`config.mk`:
```
export PLATFORM = sky130hd
export DESIGN_NAME = rtcsl_ctrl
export DESIGN_NICKNAME = d
export VERILOG_FILES = /design/src/inc/rtcsl_pkg.sv /design/src/core/rtcsl_ctrl.sv /design/src/core/rtcsl_periodic.sv /design/src/core/rtcsl_sync3.sv
export SDC_FILE = /design/constraint.sdc
export NUM_CORES = 1
export LEC_CHECK = 0
export ABC_AREA = 1
export ABC_CLOCK_PERIOD_IN_PS = 4800
export BUFFER_PORTS_ARGS = -buffer_cell sky130_fd_sc_hd__buf_2
export CAP_MARGIN = 30
export CORE_MARGIN = 2
export CORE_UTILIZATION = 40
export DETAILED_ROUTE_END_ITERATION = 10
export PLACE_DENSITY = 0.54
export REMOVE_ABC_BUFFERS = 1
export SLEW_MARGIN = 5
export SYNTH_ARGS = -nofsm -noshare
export SYNTH_HDL_FRONTEND = slang
export SYNTH_SLANG_ARGS = --single-unit
```
`constraint.sdc`:
```
create_clock -name sys_clk -period 4.8 [get_ports sys_clk]
set_clock_uncertainty 0.15 [all_clocks]
set_input_delay 0.48 -clock sys_clk [delete_from_list [all_inputs] [get_ports sys_clk]]
set_output_delay 0.48 -clock sys_clk [all_outputs]
set_load 0.02 [all_outputs]
```
`src/inc/rtcsl_pkg.sv`:
```
// Package with the register map, field layout, reset values, timing counts and helpers of the control block.
package rtcsl_pkg;

	// ==========================================================================
	// Register map
	// ==========================================================================
	localparam logic [3:0] RTCSL_ADDR_SEC = 4'h0;
	localparam logic [3:0] RTCSL_ADDR_OSC_ADJ = 4'h7;
	localparam logic [3:0] RTCSL_ADDR_CTRL1 = 4'hE;
	localparam logic [3:0] RTCSL_ADDR_CTRL2 = 4'hF;

	// Fields of alarm_mode_irq_ctrl.
	localparam int RTCSL_C1_WEEKLY_ALARM_ENABLE = 7;
	localparam int RTCSL_C1_DAILY_ALARM_ENABLE = 6;
	localparam int RTCSL_C1_H24 = 5;
	localparam int RTCSL_C1_SPARE_B = 4;
	localparam int RTCSL_C1_TEST = 3;
	localparam int RTCSL_C1_SEL_LSB = 0;

	// Fields of supply_osc_status_ctrl.
	localparam int RTCSL_C2_VSEL = 7;
	localparam int RTCSL_C2_VLOW = 6;
	localparam int RTCSL_C2_XST = 5;
	localparam int RTCSL_C2_PON = 4;
	localparam int RTCSL_C2_SPARE_A = 3;
	localparam int RTCSL_C2_PIRQ = 2;
	localparam int RTCSL_C2_WEEKLY_ALARM_FLAG = 1;
	localparam int RTCSL_C2_DAILY_ALARM_FLAG = 0;

	localparam logic [7:0] RTCSL_CTRL1_RST = 8'h00;
	localparam logic [7:0] RTCSL_OSC_ADJ_RST = 8'h00;
	localparam logic RTCSL_PON_RST = 1'h1;
	localparam logic RTCSL_XST_RST = 1'h0;

	// ==========================================================================
	// Timing
	// ==========================================================================
	localparam int RTCSL_CLK_PERIOD_NS = 10;
	localparam int RTCSL_SEC_DELAY_NS = 92000;
	localparam int RTCSL_SEC_DELAY_CYC = RTCSL_SEC_DELAY_NS / RTCSL_CLK_PERIOD_NS;
	localparam int RTCSL_ALARM_DELAY_NS = 61000;
	localparam int RTCSL_ALARM_DELAY_CYC = RTCSL_ALARM_DELAY_NS / RTCSL_CLK_PERIOD_NS;
	localparam int RTCSL_DLY_W = 16;
	localparam int RTCSL_DIV_W = 15;
	localparam longint RTCSL_OSC_HZ = 32768;
	localparam longint RTCSL_ADJ_MAX_NS = 3784000;
	localparam logic [6:0] RTCSL_ADJ_MAX_TICKS = 7'((RTCSL_ADJ_MAX_NS * RTCSL_OSC_HZ) / 64'd1000000000);

	// ==========================================================================
	// Types
	// ==========================================================================
	typedef enum logic [2:0] {
		RTCSL_PS_OFF = 3'b000,
		RTCSL_PS_LOW = 3'b001,
		RTCSL_PS_P2HZ = 3'b010,
		RTCSL_PS_P1HZ = 3'b011,
		RTCSL_PS_LSEC = 3'b100,
		RTCSL_PS_LMIN = 3'b101,
		RTCSL_PS_LHOUR = 3'b110,
		RTCSL_PS_LMONTH = 3'b111
	} rtcsl_psel_t;

	typedef struct packed {
		logic [3:0] addr;
		logic [7:0] data;
	} rtcsl_reg_wr_t;

	// Carries that the time counters report together with the second increment.
	typedef struct packed {
		logic month;
		logic hour;
		logic minute;
	} rtcsl_carry_t;

	// ==========================================================================
	// Helpers
	// ==========================================================================
	function automatic logic [4:0] rtcsl_bcd2bin(input logic [5:0] bcd);
		// Widen the digits first so that tens of 20 do not wrap in a four-bit product.
		rtcsl_bcd2bin = 5'(bcd[5:4]) * 5'd10 + 5'(bcd[3:0]);
	endfunction

	function automatic logic [5:0] rtcsl_bin2bcd(input logic [4:0] bin);
		logic [4:0] tens;
		tens = (bin >= 5'd20) ? 5'd2 : (bin >= 5'd10) ? 5'd1 : 5'd0;
		rtcsl_bin2bcd = {tens[1:0], 4'(bin - 5'(tens * 5'd10))};
	endfunction

	// Maps a 24-hour BCD hour onto the register coding of the selected mode.
	function automatic logic [5:0] rtcsl_hour_encode(input logic [5:0] h24, input logic mode24);
		logic [4:0] b;
		b = rtcsl_bcd2bin(h24);
		if (mode24)
			rtcsl_hour_encode = h24;
		else if (b == 5'd0)
			rtcsl_hour_encode = 6'h12;
		else if (b < 5'd12)
			rtcsl_hour_encode = h24;
		else if (b == 5'd12)
			rtcsl_hour_encode = 6'h32;
		else
			rtcsl_hour_encode = rtcsl_bin2bcd(5'(b - 5'd12)) | 6'h20;
	endfunction

endpackage
```
`src/core/rtcsl_ctrl.sv`:
```
// Control and status registers, periodic and alarm interrupt logic of the clock.
// Operation
// - Each alarm enable bit turns its alarm interrupt on at 1, off at 0.
// - Hour format bit: 0 gives 12-hour with AM/PM, 1 gives 24-hour.
// - 12-hour coding: AM 12,01-11; PM 32,21-31; bit 5 marks PM.
// - First scratch bit stores writes and is zero while power-on flag is set.
// - Select 000 keeps the interrupt high; 001 holds it low.
// - Pulse codes 010 and 011 give 2 Hz and 1 Hz square waves.
// - Level codes flag each second, minute, hour or month start.
// - In pulse mode seconds advance about 92 us after the falling edge.
// - Writing the second counter clears the sub-second divider and, with pulse codes 010/011, drives output low.
// - In level mode the interrupt falls together with the second increment.
// - Oscillation adjustment shifts the periodic timing by up to 3.784 ms.
// - Threshold select: 0 picks the higher supply threshold, 1 the lower.
// - Supply-low flag sets below threshold, then holds and stops monitoring.
// - Writing 0 clears the supply-low flag and restarts monitoring; 1 does nothing.
// - Oscillation-halt flag is read/write, forced 0 on halt, stays 0 after.
// - Power-on flag sets on power-up from zero and keeps its value.
// - While power-on flag is set all other control bits except halt flag are zero.
// - Power-on flag clears only by writing 0; writing 1 does nothing.
// - Second scratch bit stores writes and is zero while power-on flag is set.
// - Periodic flag reads 1 while output is low; level mode write 0 releases it.
// - Alarm flags set about 61 us after a match, clear by 0, read 0 if disabled.
`timescale 1ns/100ps
module rtcsl_ctrl import rtcsl_pkg::*; #(
	parameter int SEC_DELAY_CYC = RTCSL_SEC_DELAY_CYC,
	parameter int ALARM_DELAY_CYC = RTCSL_ALARM_DELAY_CYC
) (
	input wire logic sys_clk,
	input wire logic rst,
	input wire logic osc_32k,
	input wire logic supply_below,
	input wire logic osc_halt,
	input wire logic reg_wr_en,
	input wire rtcsl_reg_wr_t reg_wr,
	input wire logic [3:0] reg_rd_addr,
	output logic [7:0] reg_rd_data,
	input wire rtcsl_carry_t carry,
	input wire logic [5:0] hour_in_bcd,
	output logic [5:0] hour_out,
	input wire logic alarm_w_match,
	input wire logic alarm_d_match,
	input wire logic adj_due,
	input wire logic adj_slow,
	input wire logic [6:0] adj_ticks,
	output logic [7:0] osc_adj,
	output logic sec_tick,
	output logic hour_24_mode,
	output logic test_mode,
	output logic supply_threshold_select,
	output logic monitor_enable,
	output logic irq_out_n
);
	// ==========================================================================
	// Pin synchronisers and divider
	// ==========================================================================
	logic osc_lvl, supply_lvl, halt_lvl;
	logic osc_prev_ff, nxt_osc_prev, tick_32k;
	logic wave_1hz_low, wave_2hz_low;

	rtcsl_sync3 u_sync_osc (.sys_clk(sys_clk), .rst(rst), .pin_in(osc_32k), .level_out(osc_lvl));
	rtcsl_sync3 u_sync_vdd (.sys_clk(sys_clk), .rst(rst), .pin_in(supply_below), .level_out(supply_lvl));
	rtcsl_sync3 u_sync_halt (.sys_clk(sys_clk), .rst(rst), .pin_in(osc_halt), .level_out(halt_lvl));

	always_comb begin
		nxt_osc_prev = osc_lvl;
	end

	assign tick_32k = osc_lvl & ~osc_prev_ff;

	logic sec_write;
	assign sec_write = reg_wr_en && reg_wr.addr == RTCSL_ADDR_SEC;

	rtcsl_periodic #(.SEC_DELAY_CYC(SEC_DELAY_CYC)) u_periodic (
		.sys_clk(sys_clk),
		.rst(rst),
		.tick_32k(tick_32k),
		.sec_write(sec_write),
		.adj_due(adj_due),
		.adj_slow(adj_slow),
		.adj_ticks(adj_ticks),
		.wave_1hz_low(wave_1hz_low),
		.wave_2hz_low(wave_2hz_low),
		.sec_tick(sec_tick)
	);

	// ==========================================================================
	// Registers
	// ==========================================================================
	logic [7:0] ctrl1_ff, nxt_ctrl1, adj_ff, nxt_adj;
	logic vsel_ff, vlow_ff, xst_ff, pon_ff, spare_a_ff, lvl_ff, weekly_alarm_flag_ff, daily_alarm_flag_ff;
	logic nxt_vsel, nxt_vlow, nxt_xst, nxt_pon, nxt_spare_a, nxt_lvl, nxt_weekly_alarm_flag, nxt_daily_alarm_flag;
	logic [RTCSL_DLY_W-1:0] al_dly_ff [2];
	logic [RTCSL_DLY_W-1:0] nxt_al_dly [2];
	logic [1:0] al_run_ff, nxt_al_run, al_hit;
	logic [7:0] rd_ff, nxt_rd;
	logic [5:0] hour_ff, nxt_hour;
	logic irq_n_ff, nxt_irq_n;
	logic wr1, wr2, wr_adj, level_mode, level_event, per_low;
	rtcsl_psel_t psel;

	assign wr1 = reg_wr_en && reg_wr.addr == RTCSL_ADDR_CTRL1;
	assign wr2 = reg_wr_en && reg_wr.addr == RTCSL_ADDR_CTRL2;
	assign wr_adj = reg_wr_en && reg_wr.addr == RTCSL_ADDR_OSC_ADJ;
	assign psel = rtcsl_psel_t'(ctrl1_ff[RTCSL_C1_SEL_LSB +: 3]);
	assign level_mode = ctrl1_ff[RTCSL_C1_SEL_LSB + 2];

	always_comb begin
		unique case (psel)
			RTCSL_PS_LSEC: level_event = sec_tick;
			RTCSL_PS_LMIN: level_event = sec_tick & carry.minute;
			RTCSL_PS_LHOUR: level_event = sec_tick & carry.hour;
			RTCSL_PS_LMONTH: level_event = sec_tick & carry.month;
			default: level_event = 1'b0;
		endcase
		unique case (psel)
			RTCSL_PS_OFF: per_low = 1'b0;
			RTCSL_PS_LOW: per_low = 1'b1;
			RTCSL_PS_P2HZ: per_low = wave_2hz_low;
			RTCSL_PS_P1HZ: per_low = wave_1hz_low;
			default: per_low = lvl_ff;
		endcase
	end

	always_comb begin
		nxt_pon = pon_ff;
		if (wr2 && !reg_wr.data[RTCSL_C2_PON])
			nxt_pon = 1'b0;
		nxt_ctrl1 = wr1 ? reg_wr.data : ctrl1_ff;
		nxt_adj = wr_adj ? reg_wr.data : adj_ff;
		nxt_vsel = wr2 ? reg_wr.data[RTCSL_C2_VSEL] : vsel_ff;
		nxt_spare_a = wr2 ? reg_wr.data[RTCSL_C2_SPARE_A] : spare_a_ff;
		nxt_xst = wr2 ? reg_wr.data[RTCSL_C2_XST] : xst_ff;
		if (halt_lvl)
			nxt_xst = 1'b0;
		nxt_vlow = vlow_ff;
		if (vlow_ff && wr2 && !reg_wr.data[RTCSL_C2_VLOW])
			nxt_vlow = 1'b0;
		else if (!vlow_ff && supply_lvl)
			nxt_vlow = 1'b1;
		nxt_lvl = lvl_ff;
		if (wr2 && !reg_wr.data[RTCSL_C2_PIRQ])
			nxt_lvl = 1'b0;
		if (level_event)
			nxt_lvl = 1'b1;
		if (!level_mode)
			nxt_lvl = 1'b0;
		for (int i = 0; i < 2; i++) begin
			nxt_al_dly[i] = al_dly_ff[i];
			nxt_al_run[i] = al_run_ff[i];
			al_hit[i] = 1'b0;
			if (al_run_ff[i]) begin
				if (al_dly_ff[i] <= RTCSL_DLY_W'(1)) begin
					nxt_al_run[i] = 1'b0;
					al_hit[i] = 1'b1;
				end else begin
					nxt_al_dly[i] = al_dly_ff[i] - RTCSL_DLY_W'(1);
				end
			end
			if (i == 0 ? alarm_w_match : alarm_d_match) begin
				nxt_al_run[i] = 1'b1;
				nxt_al_dly[i] = RTCSL_DLY_W'(ALARM_DELAY_CYC);
			end
		end
		nxt_weekly_alarm_flag = weekly_alarm_flag_ff;
		if (wr2 && !reg_wr.data[RTCSL_C2_WEEKLY_ALARM_FLAG])
			nxt_weekly_alarm_flag = 1'b0;
		if (al_hit[0])
			nxt_weekly_alarm_flag = 1'b1;
		if (!ctrl1_ff[RTCSL_C1_WEEKLY_ALARM_ENABLE])
			nxt_weekly_alarm_flag = 1'b0;
		nxt_daily_alarm_flag = daily_alarm_flag_ff;
		if (wr2 && !reg_wr.data[RTCSL_C2_DAILY_ALARM_FLAG])
			nxt_daily_alarm_flag = 1'b0;
		if (al_hit[1])
			nxt_daily_alarm_flag = 1'b1;
		if (!ctrl1_ff[RTCSL_C1_DAILY_ALARM_ENABLE])
			nxt_daily_alarm_flag = 1'b0;
		if (nxt_pon) begin
			nxt_ctrl1 = RTCSL_CTRL1_RST;
			nxt_adj = RTCSL_OSC_ADJ_RST;
			nxt_vsel = 1'b0;
			nxt_vlow = 1'b0;
			nxt_spare_a = 1'b0;
			nxt_lvl = 1'b0;
			nxt_weekly_alarm_flag = 1'b0;
			nxt_daily_alarm_flag = 1'b0;
		end
		nxt_irq_n = ~(per_low | weekly_alarm_flag_ff | daily_alarm_flag_ff);
		nxt_hour = rtcsl_hour_encode(hour_in_bcd, ctrl1_ff[RTCSL_C1_H24]);
		unique case (reg_rd_addr)
			RTCSL_ADDR_CTRL1: nxt_rd = ctrl1_ff;
			RTCSL_ADDR_CTRL2: nxt_rd = {vsel_ff, vlow_ff, xst_ff, pon_ff, spare_a_ff, per_low, weekly_alarm_flag_ff, daily_alarm_flag_ff};
			RTCSL_ADDR_OSC_ADJ: nxt_rd = adj_ff;
			default: nxt_rd = 8'h00;
		endcase
	end

	always_ff @(posedge sys_clk or posedge rst) begin
		if (rst) begin
			osc_prev_ff <= 1'b0;
			ctrl1_ff <= RTCSL_CTRL1_RST;
			adj_ff <= RTCSL_OSC_ADJ_RST;
			pon_ff <= RTCSL_PON_RST;
			xst_ff <= RTCSL_XST_RST;
			vsel_ff <= 1'b0;
			vlow_ff <= 1'b0;
			spare_a_ff <= 1'b0;
			lvl_ff <= 1'b0;
			weekly_alarm_flag_ff <= 1'b0;
			daily_alarm_flag_ff <= 1'b0;
			al_dly_ff[0] <= '0;
			al_dly_ff[1] <= '0;
			al_run_ff <= 2'h0;
			rd_ff <= 8'h00;
			hour_ff <= 6'h00;
			irq_n_ff <= 1'b1;
		end else begin
			osc_prev_ff <= nxt_osc_prev;
			ctrl1_ff <= nxt_ctrl1;
			adj_ff <= nxt_adj;
			pon_ff <= nxt_pon;
			xst_ff <= nxt_xst;
			vsel_ff <= nxt_vsel;
			vlow_ff <= nxt_vlow;
			spare_a_ff <= nxt_spare_a;
			lvl_ff <= nxt_lvl;
			weekly_alarm_flag_ff <= nxt_weekly_alarm_flag;
			daily_alarm_flag_ff <= nxt_daily_alarm_flag;
			al_dly_ff[0] <= nxt_al_dly[0];
			al_dly_ff[1] <= nxt_al_dly[1];
			al_run_ff <= nxt_al_run;
			rd_ff <= nxt_rd;
			hour_ff <= nxt_hour;
			irq_n_ff <= nxt_irq_n;
		end
	end

	assign reg_rd_data = rd_ff;
	assign hour_out = hour_ff;
	assign osc_adj = adj_ff;
	assign hour_24_mode = ctrl1_ff[RTCSL_C1_H24];
	// Test mode is only reachable by software; keeping it at zero is up to the host.
	assign test_mode = ctrl1_ff[RTCSL_C1_TEST];
	assign supply_threshold_select = vsel_ff;
	assign monitor_enable = ~vlow_ff;
	assign irq_out_n = irq_n_ff;

	// ==========================================================================
	// Checks
	// ==========================================================================
	chk_pon_clears_ctrl: assert property (@(posedge sys_clk) disable iff (rst)
		pon_ff |-> (ctrl1_ff == 8'h00 && adj_ff == 8'h00 && !spare_a_ff && !weekly_alarm_flag_ff && !daily_alarm_flag_ff))
		else $error("control bits not zero while power-on flag set");
	chk_pon_write_one: assert property (@(posedge sys_clk) disable iff (rst)
		(pon_ff && !(wr2 && !reg_wr.data[RTCSL_C2_PON])) |=> pon_ff)
		else $error("power-on flag cleared without a zero write");
	chk_fixed_low_out: assert property (@(posedge sys_clk) disable iff (rst)
		(psel == RTCSL_PS_LOW)[*2] |-> !irq_out_n)
		else $error("interrupt not held low for fixed-low select");
	chk_off_high_out: assert property (@(posedge sys_clk) disable iff (rst)
		(psel == RTCSL_PS_OFF && !weekly_alarm_flag_ff && !daily_alarm_flag_ff) |=> irq_out_n)
		else $error("interrupt low with no active source");
	chk_supply_low_hold: assert property (@(posedge sys_clk) disable iff (rst)
		(vlow_ff && !pon_ff && !(wr2 && !reg_wr.data[RTCSL_C2_VLOW])) |=> (vlow_ff && !monitor_enable))
		else $error("supply-low flag dropped without a clear");
	chk_supply_clear: assert property (@(posedge sys_clk) disable iff (rst)
		(vlow_ff && wr2 && !reg_wr.data[RTCSL_C2_VLOW]) |=> (!vlow_ff && monitor_enable))
		else $error("supply-low flag not cleared by zero write");
	chk_halt_forces_zero: assert property (@(posedge sys_clk) disable iff (rst)
		halt_lvl |=> !xst_ff)
		else $error("halt flag not forced low on oscillator halt");
	chk_alarm_off_flag: assert property (@(posedge sys_clk) disable iff (rst)
		!ctrl1_ff[RTCSL_C1_WEEKLY_ALARM_ENABLE] |=> !weekly_alarm_flag_ff)
		else $error("weekly alarm flag set while disabled");
	chk_alarm_delay_set: assert property (@(posedge sys_clk) disable iff (rst)
		(alarm_w_match && ctrl1_ff[RTCSL_C1_WEEKLY_ALARM_ENABLE] && !pon_ff) ##1 (ctrl1_ff[RTCSL_C1_WEEKLY_ALARM_ENABLE] && !wr2)[*2]
		|-> !weekly_alarm_flag_ff || $past(weekly_alarm_flag_ff, 2))
		else $error("weekly alarm flag set too soon after match");
	chk_level_flag_hold: assert property (@(posedge sys_clk) disable iff (rst)
		(level_mode && lvl_ff && !wr1 && !wr2 && !pon_ff) |=> lvl_ff)
		else $error("level flag dropped without a clear");
	chk_twelve_hour_am: assert property (@(posedge sys_clk) disable iff (rst)
		(!ctrl1_ff[RTCSL_C1_H24] && hour_in_bcd == 6'h00) |=> hour_out == 6'h12)
		else $error("midnight not coded as 12 in 12-hour mode");
	chk_twelve_hour_pm: assert property (@(posedge sys_clk) disable iff (rst)
		(!ctrl1_ff[RTCSL_C1_H24] && hour_in_bcd == 6'h13) |=> hour_out == 6'h21)
		else $error("1 PM not coded as 21 in 12-hour mode");
endmodule

```
`src/core/rtcsl_periodic.sv`:
```
// Sub-second divider that makes the 2 Hz and 1 Hz waves and the delayed second increment.
`timescale 1ns/100ps
module rtcsl_periodic import rtcsl_pkg::*; #(
	parameter int SEC_DELAY_CYC = RTCSL_SEC_DELAY_CYC
) (
	input wire logic sys_clk,
	input wire logic rst,
	input wire logic tick_32k,
	input wire logic sec_write,
	input wire logic adj_due,
	input wire logic adj_slow,
	input wire logic [6:0] adj_ticks,
	output logic wave_1hz_low,
	output logic wave_2hz_low,
	output logic sec_tick
);
	logic [RTCSL_DIV_W-1:0] cnt_ff, nxt_cnt;
	logic [6:0] stall_ff, nxt_stall, amt_ff, nxt_amt;
	logic pend_ff, nxt_pend, slow_ff, nxt_slow;
	logic [RTCSL_DLY_W-1:0] dly_ff, nxt_dly;
	logic run_ff, nxt_run, tick_ff, nxt_tick;

	always_comb begin
		nxt_cnt = cnt_ff;
		nxt_stall = stall_ff;
		nxt_amt = amt_ff;
		nxt_pend = pend_ff;
		nxt_slow = slow_ff;
		nxt_dly = dly_ff;
		nxt_run = run_ff;
		nxt_tick = 1'b0;
		if (adj_due) begin
			nxt_pend = 1'b1;
			nxt_slow = adj_slow;
			nxt_amt = (adj_ticks > RTCSL_ADJ_MAX_TICKS) ? RTCSL_ADJ_MAX_TICKS : adj_ticks;
		end
		if (run_ff) begin
			if (dly_ff <= RTCSL_DLY_W'(1)) begin
				nxt_run = 1'b0;
				nxt_tick = 1'b1;
			end else begin
				nxt_dly = dly_ff - RTCSL_DLY_W'(1);
			end
		end
		if (sec_write) begin
			nxt_cnt = '0;
			nxt_stall = '0;
			nxt_run = 1'b0;
		end else if (tick_32k) begin
			if (stall_ff != 7'h00) begin
				nxt_stall = stall_ff - 7'h01;
			end else if (&cnt_ff) begin
				nxt_cnt = '0;
				nxt_run = 1'b1;
				nxt_dly = RTCSL_DLY_W'(SEC_DELAY_CYC);
				if (pend_ff) begin
					nxt_pend = 1'b0;
					if (slow_ff)
						nxt_stall = amt_ff;
					else
						nxt_cnt = RTCSL_DIV_W'(amt_ff);
				end
			end else begin
				nxt_cnt = cnt_ff + RTCSL_DIV_W'(1);
			end
		end
	end

	always_ff @(posedge sys_clk or posedge rst) begin
		if (rst) begin
			cnt_ff <= '0;
			stall_ff <= '0;
			amt_ff <= '0;
			pend_ff <= 1'b0;
			slow_ff <= 1'b0;
			dly_ff <= '0;
			run_ff <= 1'b0;
			tick_ff <= 1'b0;
		end else begin
			cnt_ff <= nxt_cnt;
			stall_ff <= nxt_stall;
			amt_ff <= nxt_amt;
			pend_ff <= nxt_pend;
			slow_ff <= nxt_slow;
			dly_ff <= nxt_dly;
			run_ff <= nxt_run;
			tick_ff <= nxt_tick;
		end
	end

	// The 1 Hz low half starts at the divider wrap, its falling edge; the 2 Hz wave falls at the wrap and again at mid-count.
	assign wave_1hz_low = ~cnt_ff[RTCSL_DIV_W-1];
	assign wave_2hz_low = ~cnt_ff[RTCSL_DIV_W-2];
	assign sec_tick = tick_ff;
endmodule

```
`src/core/rtcsl_sync3.sv`:
```
// Three-stage synchroniser whose output follows once the second and third stages agree.
`timescale 1ns/100ps
module rtcsl_sync3 (
	input wire logic sys_clk,
	input wire logic rst,
	input wire logic pin_in,
	output logic level_out
);
	logic s1_ff, s2_ff, s3_ff, out_ff;
	logic nxt_out;

	always_comb begin
		nxt_out = (s2_ff == s3_ff) ? s3_ff : out_ff;
	end

	always_ff @(posedge sys_clk or posedge rst) begin
		if (rst) begin
			s1_ff <= 1'b0;
			s2_ff <= 1'b0;
			s3_ff <= 1'b0;
			out_ff <= 1'b0;
		end else begin
			s1_ff <= pin_in;
			s2_ff <= s1_ff;
			s3_ff <= s2_ff;
			out_ff <= nxt_out;
		end
	end

	assign level_out = out_ff;
endmodule

```
# --- After elaboration in Yosys (flattened, before gate mapping) ---
# Index checks and enable logic that the tools add are counted.
totals:
  ff_bits: 135
  in_bits: 42
  out_inout_bits: 28
  wordCells: 209
classes:
  n_addsub: 8
  mul: 2
  n_lt_le_gt_ge: 7
  eq_ne: 23
  n_mux: 84
  bitwise: 11
  reduce_logical: 37
op_table:
  columns: ["op", "count"]
  rows:
  - ["16-bit 2-to-1 mux", 12]
  - ["15-bit 2-to-1 mux", 5]
  - ["7-bit 2-to-1 mux", 8]
  - ["16-bit by 1-bit <= comparator with 1-bit output, second input constant", 3]
  - ["16-bit by 1-bit subtractor with 16-bit output, second input constant", 3]
  - ["1-bit 2-to-1 mux", 47]
  - ["8-bit 2-to-1 mux", 4]
  - ["8-bit case mux with 3 select lines", 1]
  - ["6-bit 2-to-1 mux", 3]
  - ["4-bit == test, second input constant", 4]
  - ["15-bit by 1-bit adder with 15-bit output, second input constant", 1]
  - ["15-bit AND reduction", 1]
  - ["2-bit nonzero test", 7]
  - ["3-bit == test, second input constant", 4]
  - ["4-bit by 1-bit inequality test with 1-bit output, second input constant", 3]
  - ["3-bit nonzero test", 4]
  - ["1-bit logical AND", 11]
  - ["4-bit by 3-bit == test with 1-bit output, second input constant", 2]
  - ["1-bit case mux with 4 select lines", 2]
  - ["7-bit greater-than comparator, second input constant", 1]
  - ["7-bit nonzero test", 1]
  - ["7-bit by 1-bit subtractor with 7-bit output, second input constant", 1]
  - ["3-bit by 2-bit == test with 1-bit output, second input constant", 2]
  - ["1-bit logical NOT", 6]
  - ["22 further kinds", 36]

# --- Logic depth before layout (Yosys ltp) ---
# Gate-level depths: netlist of the first run.
depth:
  depth_word: 12
  depth_mapped: 22
  mapped_depth_nobuf: 22

# --- By module ---
# A second synthesis of the first run with hierarchy kept.
unflattened:
  hier_cells: 943
  area_unflattened_um2: 7363.3
by_module_without_submodules:
  columns: ["mod", "n_inst", "cells_per_inst", "area_each_um2", "seq_area_each_um2"]
  rows:
  - ["rtcsl_ctrl", 1, 501, 3986.3, 1854.3]
  - ["rtcsl_periodic", 1, 415, 3016.6, 1226.2]
  - ["rtcsl_sync3", 3, 9, 120.1, 100.1]

# --- Worst setup path before layout of the first run ---
# Ideal clock, no wire load.
synth_timing:
  kind: "in2reg"
  startpoint: "input hour_in_bcd[1]"
  endpoint: "register hour_ff[3], in the netlist hour_out[3]"
  setup_ns: 0.117
  arrival_ns: 3.068
  required_ns: 4.533
  setup_slack_ns: 1.466
  stages: 22
  n_path_buf: 0
  path_cell_list: "ha_1 > inv_1 > fa_1 > xnor2_1 > inv_1 > ha_1 > nor2_1 > nand2_1 > nand3_1 > nand2_1 > inv_1 > ha_1 > inv_1 > fa_1 > xor2_1 > inv_1 > nand2_1 > nand2_1 > nand2_1 > nand2_1 > nand2_1 > nand2_1"
synth_via:
  elab_chain_cells: 11
  word_cells_on_any_way: 15
  cone_classes: "add/sub (3); mul (1); order compare (3); eq/ne (1); mux (6); reduce/logical (1)"
synth_rtl:
  columns: ["item", "line", "source"]
  rows:
  - ["start, declared", "rtcsl_ctrl.sv:39", "input wire logic [5:0] hour_in_bcd,"]
  - ["5-bit by 4-bit adder with 5-bit output (*)", "rtcsl_pkg.sv:80", "rtcsl_bcd2bin = 5'(bcd[5:4]) * 5'd10 + 5'(bcd[3:0]);"]
  - ["5-bit by 4-bit subtractor with 5-bit output", "rtcsl_pkg.sv:102", "rtcsl_hour_encode = rtcsl_bin2bcd(5'(b - 5'd12)) | 6'h20;"]
  - ["5-bit by 4-bit greater-or-equal comparator with 1-bit output", "rtcsl_pkg.sv:85", "tens = (bin >= 5'd20) ? 5'd2 : (bin >= 5'd10) ? 5'd1 : 5'd0;"]
  - ["1-bit 2-to-1 mux", "rtcsl_pkg.sv:85", null]
  - ["2-bit 2-to-1 mux", "rtcsl_pkg.sv:85", null]
  - ["2-bit by 3-bit multiplier with 3-bit output", "rtcsl_pkg.sv:86", "rtcsl_bin2bcd = {tens[1:0], 4'(bin - 5'(tens * 5'd10))};"]
  - ["4-bit subtractor", "rtcsl_pkg.sv:86", null]
  - ["5-bit 2-to-1 mux", "rtcsl_pkg.sv:99", "else if (b == 5'd12)"]
  - ["6-bit 2-to-1 mux", "rtcsl_pkg.sv:97", "else if (b < 5'd12)"]
  - ["6-bit 2-to-1 mux (*)", "rtcsl_pkg.sv:95", "else if (b == 5'd0)"]
  - ["6-bit 2-to-1 mux (*)", "rtcsl_pkg.sv:93", "if (mode24)"]
  - ["named net nxt_hour[3]", "rtcsl_ctrl.sv:97", "logic [5:0] hour_ff, nxt_hour;"]
  - ["end signal, assigned", "rtcsl_ctrl.sv:234", "hour_ff <= nxt_hour;"]
  - ["end, declared", "rtcsl_ctrl.sv:97", null]
# Mark *: on every way through the listed nets, which the timed path passes. The rest lies on a longest branch.
# A chain may end at the register's enable or synchronous reset.

# --- Worst setup path after layout of the first run ---
layout_timing:
  startpoint: "input hour_in_bcd[4]"
  endpoint: "register hour_ff[3], in the netlist hour_out[3]"
layout_via:
  elab_chain_cells: 12
  word_cells_on_any_way: 16
  cone_classes: "add/sub (3); mul (2); order compare (3); eq/ne (1); mux (6); reduce/logical (1)"
layout_rtl:
  columns: ["item", "line"]
  rows:
  - ["2-bit by 3-bit multiplier with 4-bit output (*)", "rtcsl_pkg.sv:80"]
  - ["5-bit by 4-bit adder with 5-bit output (*)", "rtcsl_pkg.sv:80"]
  - ["5-bit by 4-bit subtractor with 5-bit output", "rtcsl_pkg.sv:102"]
  - ["5-bit by 4-bit greater-or-equal comparator with 1-bit output", "rtcsl_pkg.sv:85"]
  - ["1-bit 2-to-1 mux", "rtcsl_pkg.sv:85"]
  - ["2-bit 2-to-1 mux", "rtcsl_pkg.sv:85"]
  - ["2-bit by 3-bit multiplier with 3-bit output", "rtcsl_pkg.sv:86"]
  - ["4-bit subtractor", "rtcsl_pkg.sv:86"]
  - ["5-bit 2-to-1 mux", "rtcsl_pkg.sv:99"]
  - ["6-bit 2-to-1 mux", "rtcsl_pkg.sv:97"]
  - ["6-bit 2-to-1 mux (*)", "rtcsl_pkg.sv:95"]
  - ["6-bit 2-to-1 mux (*)", "rtcsl_pkg.sv:93"]
  - ["named net nxt_hour[3]", "rtcsl_ctrl.sv:97"]
# Marks and branches as above.

==> summary.md, run 1 <==
| Metric | Value |
|---|---|
| Register area | 3380 um^2 |
| Kind of critical path | input port to flip-flop |
| P_leak | 3.91 nW |
| WL final | 15.5 mm |
| Post-route minimum period | 3280 ps |
| Total placed cells including tap cells | 1,160 |
| CP Data Arrival Time | 3430 ps |
| Most frequent cells in the layout | nand2_1, dfrtp_1, nor2_1, inv_1, o21ai_0 |
| Synth warn | 0 |
| Cell with the largest stage delay on the worst path | fa_1 |
| Pre-antenna DRT Iters | 5 |
| Final cycle utilization of the critical path | 68.4% |
| Design area | 8290 um^2 |
| WHS | 48.9 ps |
| Critical path fanouts, max | 4 |
| CTS Sinks | 135 |
| VDD IR max | 0.255 mV |
| Register area share after synthesis | 48.4% |
| Slowest stage delay, CP | 370 ps |
| Root buf cell | clkbuf_16 |
| CP endpoint kind | flip-flop |
| Routed vias/inst | 4.86 |
| Starting density of the core | 40.7% |
| # nets final | 1,015 |
| Commonest non-fill, non-tap cell in the layout | nand2_1 |
| Critical Path Source Type | input port |
| Fmax achieved | 305 MHz |
| Max-cap violations | 0 |
| Num rows | 48 |
| Post-route ant nets | 0 |
| Vias after detailed routing | 5,813 |
| Run status | finished, final reports clean |
| Max Buffers Root-to-Sink | 2 |
| Logic pwr share | 21.7% |
| Clock Latency Late Sink | 420 ps |
| Gate Count Post-Synth | 872 |
| Hold/Removal Path Class | input port to flip-flop |
| Final setup fails | 0 |
| Worst Path Buf+Inv | 6 |
| WP data required | 4950 ps |
| Clock transition at path regs | 60 ps |
| Vias in the first global route | 5,330 |
| Post-DP HPWL | 11.4 mm |
| Chip width | 136 um |
| Multi-input combinational cell area | 3140 um^2 |
| Hold Violations, Final | 0 |
| Routed WL per cell | 13.0 um |
| Initial antenna violation count | 0 |
| Syn-to-layout area delta | 18.6% |
| Net Sw Frac | 30.8% |
| Area of the die | 18,600 um^2 |
| CTS Buf Count | 17 |
| Core ar. | 17,200 um^2 |
| Most common cell on crit path | nand2_1 |
| Grt total ovfl | 0 |
| Post-synthesis mux area share | 0% |
| Die Y | 136 um |
| Cells along the critical path | buf_2 -> ha_1 -> inv_1 -> fa_1 -> xnor2_1 -> inv_1 -> ha_1 -> nor2_1 -> nand2_1 -> nand3_1 -> nand2_1 -> inv_1 -> ha_1 -> inv_1 -> fa_1 -> xor2_1 -> inv_1 -> nand2_1 -> nand2_1 -> nand2_1 -> nand2_1 -> nand2_1 -> nand2_1 |
| Pwr Total | 3.64 mW |
| Routability congestion estimate | 0.837 |
| Post-synth design cell area | 6990 um^2 |
| Clock power share | 38.4% |
| Largest net degree at the start of global routing | 58 |
| I/O pins | 70 |
| RSZ-0062 raised after global routing | false |
| Simple-gate portion of the synthesized area | 26.0% |
| # diodes | 0 |
| Avg Inst Size Synth | 8.02 um^2 |
| Internal Power | 2.52 mW |
| Flop pwr share | 39.9% |
| Xor and xnor fraction of the mapped netlist area | 3.51% |
| Largest family of logic cells by synthesized area | simple AND/OR/NAND/NOR gates |
| Total track usage | 17.9% |
| PwrDens | 439 nW/um^2 |
| Sum Neg Setup Slack | 0 ps |
| Post-CTS sizing | 0 |
| Number of port buffers | 69 |
| CTS H-Tree Depth | 4 |
| Adder-Cell Fraction of Synth Area | 3.51% |
| Crit path max-delay family | adder cells |
| Slew headroom | 47.6% |
| P_sw | 1.12 mW |
| Final Max Slew Viols | 0 |
| Post-route DRC violation count | 0 |
| First-pass GRT wire length | 26.3 mm |
| Filler Cell Count | 1,718 |
| Cell variety after synth | 44 |
| CTS tree | done |
| #FFs+latches synth | 135 |
| DP Area | 7620 um^2 |
| Compound-Gate Fraction of Synth Area | 11.9% |
| Slew @ Worst Pin | 780 ps |
| 1st-iter DRT viols | 278 |
| Share of layout cells above drive strength 1 | 14.5% |
| Non-filler cells, final | 1,195 |
stage by stage:
stage          worst slack [ps]  util [%]
2_1_floorplan               562         -
3_3_place_gp               1150      44.2
3_5_place_dp               1110      44.4
4_1_cts                    1540      48.3
5_1_grt                    1240      48.3
6_report                   1520      48.3
what timing repair did:
item                       4_1_cts  5_1_grt
setup endpoints to repair        0        0
hold endpoints to repair        50        0
hold buffers                     3        0
buffers inserted                 0        0
worst paths after layout:
kind                                                          from                            to  slack [ps]  cells past startpoint
worst max-delay path                                hour_in_bcd[4]         hour_out[3]$_DFF_PP0_        1520                     23
worst min-delay path                                      osc_halt   u_sync_halt.s1_ff$_DFF_PP0_          50                      1
worst max register to register  u_periodic.stall_ff[0]$_DFFE_PP0P_  u_periodic.pend_ff$_DFF_PP0_        2290                     13
worst min register to register          u_sync_osc.s1_ff$_DFF_PP0_    u_sync_osc.s2_ff$_DFF_PP0_         200                      0
max in group asynchronous                                      rst           irq_out_n$_DFF_PP1_        3190                      4
min in group asynchronous                                      rst     al_dly_ff[16]$_DFFE_PP0P_         500                      3
worst reg2reg max path, stage by stage, from the launching register on:
cell,delay [ps]
dfrtp_1,370
inv_1,90
ha_1,200
nand3_1,120
nor2_1,130
inv_2,60
nand2_1,120
nand2_1,310
nor2_2,250
inv_2,110
nor2_4,260
inv_2,100
nand2_1,70
o21ai_1,50
power groups by stage:
stage / sequential (mW) / combinational (mW) / clock (mW)
2_1_floorplan: 1.49 / 0.555 / 0
3_3_place_gp: 1.47 / 0.785 / 0
3_5_place_dp: 1.47 / 0.794 / 0
4_1_cts: 1.45 / 0.802 / 1.44
5_1_grt: 1.48 / 0.916 / 1.48
6_report: 1.45 / 0.791 / 1.40
synthesized netlist by cell type (all sizes together):
| library cell | count | area share (%) |
|---|---|---|
| nand2 | 197 | 11 |
| dfrtp | 133 | 48 |
| inv | 110 | 5.9 |
| nor2 | 110 | 6.3 |
| o21ai | 100 | 7.7 |
| nand3 | 67 | 4.9 |
| nor3 | 28 | 2.2 |
| a21oi | 25 | 1.8 |
| xor2 | 20 | 2.5 |
| ha | 14 | 2.5 |
| nand4 | 8 | 0.72 |
| xnor2 | 8 | 1.0 |
| clkbuf | 6 | 0.32 |
| a22oi | 5 | 0.54 |
| buf | 5 | 0.48 |
| o211ai | 5 | 0.54 |
| a211oi | 4 | 0.43 |
| maj3 | 3 | 0.43 |
| nand3b | 3 | 0.32 |
| nor3b | 3 | 0.32 |
| o22ai | 3 | 0.27 |
| dfstp | 2 | 0.75 |
| fa | 2 | 0.57 |
| nor4 | 2 | 0.18 |
| or2 | 2 | 0.18 |
| a21boi | 1 | 0.11 |
| a311oi | 1 | 0.13 |
| a31oi | 1 | 0.090 |
| clkinv | 1 | 0.054 |
| nor4b | 1 | 0.13 |
| o2111ai | 1 | 0.13 |
| o21a | 1 | 0.11 |
area by class of cell:
type	count	share of cell area [%]
Clock buffer	20	5.63
Clock inverter	12	2.10
Inverter	111	5.08
Multi-Input combinational cell	615	37.8
Sequential cell	135	40.8
Tap cell	225	3.39
Timing Repair Buffer	77	5.19
kinds of logic (layout without fill, tap and decap cells):
kind of cell             Yosys count  after routing
AO/OA/AOI/OAI                    147            147
adder cells (fa/ha/maj)           19             19
AND/OR/NAND/NOR                  421            421
buffers and inverters            122            220
flip-flops                       135            135
XOR/XNOR                          28             28
sequential cells by signal, summed over array words and instances, names as in the netlist, 2 cells and up:
| name | cells |
|---|---|
| al_dly_ff | 32 |
| al_run_ff | 2 |
| ctrl1_ff | 8 |
| hour_out | 6 |
| osc_adj | 8 |
| reg_rd_data | 8 |
| u_periodic.amt_ff | 7 |
| u_periodic.cnt_ff | 15 |
| u_periodic.dly_ff | 16 |
| u_periodic.stall_ff | 7 |
per-layer routing:
layer  part of all wire, %  global-route usage, %
met1                    51                   26.6
met2                    44                   26.4
met3                   4.4                   4.18
met4                  0.95                   4.51
met5                     0                      0
Note: power is estimated with default switching activity, not from simulation.
==> run 2: changes to the inputs <==
Settings changed: ABC_CLOCK_PERIOD_IN_PS 4800 to 3000, PLACE_DENSITY 0.54 to 0.56.
Clock period 4.8 ns to 3 ns, I/O delays scaled along.
==> summary.md, run 2 (synthesis results as in run 1) <==
| Metric | Value |
|---|---|
| Run status | finished, final reports clean |
| R2r setup slk | 620 ps |
| Critical path fanouts, max | 3 |
| VDD IR max | 0.420 mV |
| Core ar. | 17,200 um^2 |
| Final setup margin | 225 ps |
| Post-DP HPWL | 11.6 mm |
| Kind of critical path | input port to flip-flop |
| Max reg flops | 32 |
| Vias after detailed routing | 5,911 |
| CP endpoint kind | flip-flop |
| Worst hold path depth | 3 |
| Initial antenna violation count | 0 |
| Syn-to-layout area delta | 23.1% |
| Final cycle utilization of the critical path | 92.5% |
| CTS Sinks | 135 |
| Num rows | 48 |
| Most frequent cells in the layout | nand2_1, dfrtp_1, nor2_1, inv_1, o21ai_0 |
| Max-cap violations | 0 |
| Hold Path End | vlow_ff$_DFFE_PP0P_ |
| Clock Latency Late Sink | 420 ps |
| Final setup fails | 0 |
| # diodes | 0 |
| Critical R2R Launch | al_dly_ff[16]$_DFFE_PP0P_ |
| Hold Violations, Final | 0 |
| WP data required | 3170 ps |
| Total track usage | 18.2% |
| CTS H-Tree Depth | 4 |
| # nets final | 1,048 |
| Root buf cell | clkbuf_16 |
| 1st-iter DRT viols | 311 |
| I/O pins | 70 |
| Final Max Slew Viols | 0 |
| RSZ-0062 raised after global routing | false |
| Largest net degree at the start of global routing | 67 |
| Design area | 8610 um^2 |
| DP Area | 7770 um^2 |
| First-pass GRT wire length | 26.5 mm |
| Number of port buffers | 69 |
| PwrDens | 689 nW/um^2 |
| CTS tree | done |
| Clock transition at path regs | 60 ps |
| Area of the die | 18,600 um^2 |
| Post-route minimum period | 2770 ps |
| Fmax achieved | 360 MHz |
| Routed WL per cell | 12.9 um |
| Post-route DRC violation count | 0 |
| P_leak | 4.07 nW |
| CP Data Arrival Time | 2940 ps |
| Chip width | 136 um |
| RR Endpoint | al_dly_ff[22]$_DFFE_PP0P_ |
| Pre-antenna DRT Iters | 5 |
| Pwr Total | 5.93 mW |
| Max Buffers Root-to-Sink | 2 |
| CTS Buf Count | 17 |
| Slew headroom | 53.5% |
| Sum Neg Setup Slack | 0 ps |
| WL final | 15.8 mm |
| Worst Min Path Start | reg_wr[6] |
| Routability congestion estimate | 0.838 |
| Slew @ Worst Pin | 695 ps |
| Largest regs | al_dly_ff (32), u_periodic.dly_ff (16), u_periodic.cnt_ff (15) |
| Critical Path Source Type | input port |
| Worst-case reg-to-reg path depth | 10 |
| Commonest non-fill, non-tap cell in the layout | nand2_1 |
| Share of layout cells above drive strength 1 | 16.7% |
| Post-route ant nets | 0 |
| Core Util, Final | 50.1% |
| Grt total ovfl | 0 |
| Starting density of the core | 40.7% |
| Hold/Removal Path Class | input port to flip-flop |
| Reg with most FFs | al_dly_ff |
| Routed vias/inst | 4.81 |
| Die Y | 136 um |
| Vias in the first global route | 5,575 |
| Place WS | -428 ps |
## run 2: final cells by class
cell class	instances	area [um^2]
Timing Repair Buffer	110	703
Sequential cell	135	3380
Multi-Input combinational cell	615	3170
Tap cell	225	282
Inverter	111	422
Clock inverter	11	170
Clock buffer	21	480
Fill cell	1716	8570
## run 2: routing by layer
| layer | wire, um | vias up | GRT usage (%) |
|---|---|---|---|
| met4 | 269 | 0 | 6.83 |
| met1 | 7960 | 2697 | 25.2 |
| met2 | 6930 | 103 | 27.9 |
| li1 | - | 3090 | - |
| met3 | 641 | 21 | 4.03 |
| met5 | 0 | - | 0 |
## run 2: critical path: stages
cell     delay (ps)
buf_2           100
ha_1            160
inv_1            60
fa_2            360
xnor2_2         170
buf_4           140
ha_1            220
inv_1            80
nand3_1          80
nand3_1         110
nand2_1          70
inv_1            70
ha_1            140
inv_1            50
fa_2            350
xor2_2          150
inv_1            50
nand2_1          60
nand2_1          40
nand2_1          50
nand2_1          40
nand2_1          50
nand2_1          40
## run 2: worst max path at each step
stage / from / end / depth (start not counted)
after floorplan: rst / al_dly_ff[0]$_DFFE_PP0P_ / 1
after CTS: hour_in_bcd[1] / hour_out[3]$_DFF_PP0_ / 23
after global placement: hour_in_bcd[1] / hour_out[3]$_DFF_PP0_ / 23
after global routing: hour_in_bcd[1] / hour_out[3]$_DFF_PP0_ / 23
after detailed placement: hour_in_bcd[1] / hour_out[3]$_DFF_PP0_ / 23
final: hour_in_bcd[4] / hour_out[3]$_DFF_PP0_ / 23
## run 2: what timing repair did
action,4_1_cts,5_1_grt
gates resized for setup,0,6
setup buffers,0,0
endpoints found under the hold margin,76,0
setup endpoints to repair,0,2
hold buffers,15,0
## run 2: power breakdown
group	internal, mW	switching, mW
clock	1.48	0.781
sequential	2.10	0.229
combinational	0.550	0.796
total	4.13	1.81
## run 2: through the flow
stage,cells,hold slack [ps]
after floorplan,861,181
after global placement,1181,183
after detailed placement,1181,186
final,1228,18.6
after CTS,1228,1.48
after global routing,1228,36.6
==> run 3: changes to the inputs <==
Settings changed: ABC_CLOCK_PERIOD_IN_PS 3000 to 3100, PLACE_DENSITY 0.56 to 0.54.
Clock period 3 ns to 3.1 ns, I/O delays scaled along.
==> summary.md, run 3 (synthesis results as in run 1) <==
| Metric | Value |
|---|---|
| Total track usage | 18.7% |
| Non-filler cells, final | 1,226 |
| Routability congestion estimate | 0.793 |
| Num rows | 48 |
| WP data required | 3280 ps |
| Most frequent cells in the layout | nand2_1, dfrtp_1, nor2_1, inv_1, o21ai_0 |
| CTS Sinks | 135 |
| Starting density of the core | 40.7% |
| Critical path fanouts, max | 3 |
| Slew headroom | 53.8% |
| CTS Buf Count | 17 |
| Root buf cell | clkbuf_16 |
| Kind of critical path | input port to flip-flop |
| Vias after detailed routing | 5,860 |
| Vias in the first global route | 5,532 |
| Share of layout cells above drive strength 1 | 16.4% |
| Hold/Removal Path Class | input port to flip-flop |
| CP Data Arrival Time | 3000 ps |
| Post-route minimum period | 2820 ps |
| Max reg flops | 32 |
| Worst Min Path Start | alarm_d_match |
| Multi-input combinational cell area | 3160 um^2 |
| RSZ-0062 raised after global routing | false |
| Core Util, Final | 49.6% |
| Number of port buffers | 69 |
| Critical path origin | hour_in_bcd[1] |
| Slew @ Worst Pin | 691 ps |
| Routed vias/inst | 4.78 |
| Die Y | 136 um |
| Largest regs | al_dly_ff (32), u_periodic.dly_ff (16), u_periodic.cnt_ff (15) |
| P_leak | 4.04 nW |
| Final cycle utilization of the critical path | 91.1% |
| CTS tree | done |
| VDD IR max | 0.423 mV |
| Register area | 3380 um^2 |
| I/O pins | 70 |
| CTS H-Tree Depth | 4 |
| Clock transition at path regs | 60 ps |
| Final Max Slew Viols | 0 |
| Core ar. | 17,200 um^2 |
| # diodes | 0 |
| Filler Cell Count | 1,744 |
| # nets final | 1,046 |
| Total placed cells including tap cells | 1,180 |
| Chip width | 136 um |
| Post-route DRC violation count | 0 |
| Post-DP HPWL | 11.7 mm |
| Hold Violations, Final | 0 |
| Commonest non-fill, non-tap cell in the layout | nand2_1 |
| Max-cap violations | 0 |
| Critical R2R Launch | al_dly_ff[16]$_DFFE_PP0P_ |
| Post-route ant nets | 0 |
| Routed WL per cell | 13.2 um |
| WL final | 16.1 mm |
| First-pass GRT wire length | 27.3 mm |
| Grt total ovfl | 0 |
| 1st-iter DRT viols | 410 |
| DP Area | 7750 um^2 |
| Critical Path Source Type | input port |
| Run status | finished, final reports clean |
| Max Buffers Root-to-Sink | 2 |
| Syn-to-layout area delta | 21.8% |
| Clock Latency Late Sink | 430 ps |
| Fmax achieved | 354 MHz |
| WHS | 10.2 ps |
| CP endpoint kind | flip-flop |
| Largest net degree at the start of global routing | 76 |
| Initial antenna violation count | 0 |
| Reg with most FFs | al_dly_ff |
| Final setup fails | 0 |
| Design area | 8520 um^2 |
| PwrDens | 660 nW/um^2 |
| Area of the die | 18,600 um^2 |
| Pre-antenna DRT Iters | 5 |
[run 3: final timing paths]
check	endpoint	slack (ps)	cells after the start
setup reg to reg	al_dly_ff[22]$_DFFE_PP0P_	740	10
hold reg to reg	u_sync_osc.s2_ff$_DFF_PP0_	200	0
setup / recovery	hour_out[3]$_DFF_PP0_	280	23
max in group asynchronous	irq_out_n$_DFF_PP1_	1630	4
min in group asynchronous	al_dly_ff[16]$_DFFE_PP0P_	390	3
hold / removal	al_dly_ff[5]$_DFFE_PP0P_	10	2
[run 3: critical path, cell delays in order]
cell	delay, ps
buf_2	90
ha_1	160
inv_1	50
fa_1	400
xnor2_2	160
inv_1	70
ha_1	330
nor2_1	110
nand2_1	60
nand3_1	100
nand2_1	70
inv_1	70
ha_1	130
inv_1	50
fa_2	350
xor2_2	150
inv_1	50
nand2_1	60
nand2_1	40
nand2_1	50
nand2_1	40
nand2_1	50
nand2_1	40
[run 3: power by group]
part / switching [mW] / leakage [nW] / internal [mW]
Sequential: 0.218 / 1.61 / 2.03
Clock: 0.812 / 0.294 / 1.27
Combinational: 0.773 / 2.14 / 0.521
Total: 1.80 / 4.04 / 3.82
[run 3: metrics by stage]
| step | setup TNS (ps) | worst slack [ps] | power [mW] |
|---|---|---|---|
| after floorplan | -128780 | -968 | 3.17 |
| after global placement | -254 | -243 | 3.54 |
| after detailed placement | -335 | -280 | 3.55 |
| after CTS | 0 | 175 | 5.67 |
| after global routing | 0 | 5.02 | 5.98 |
| final | 0 | 275 | 5.62 |
[run 3: routing by layer]
metal | global-route usage (%) | vias to the layer above | routed length, um
li1 | - | 3074 | -
met5 | 0 | - | 0
met1 | 27.4 | 2676 | 8320
met3 | 4.14 | 16 | 644
met4 | 5.56 | 0 | 214
met2 | 27.6 | 94 | 6950
[run 3: what timing repair did]
item,in CTS,in global routing
gates resized for setup,0,3
endpoints found under the hold margin,84,0
setup endpoints to repair,0,1
hold buffers,14,0
buffers inserted,0,0
[run 3: final cells by class]
cell class / count / area share [%]
clock buffer: 17 / 5.00
clock inverter: 15 / 2.09
inverter: 111 / 4.95
multi-input combinational: 615 / 37.1
sequential: 135 / 39.7
tap: 225 / 3.31
timing repair buffer: 108 / 7.90
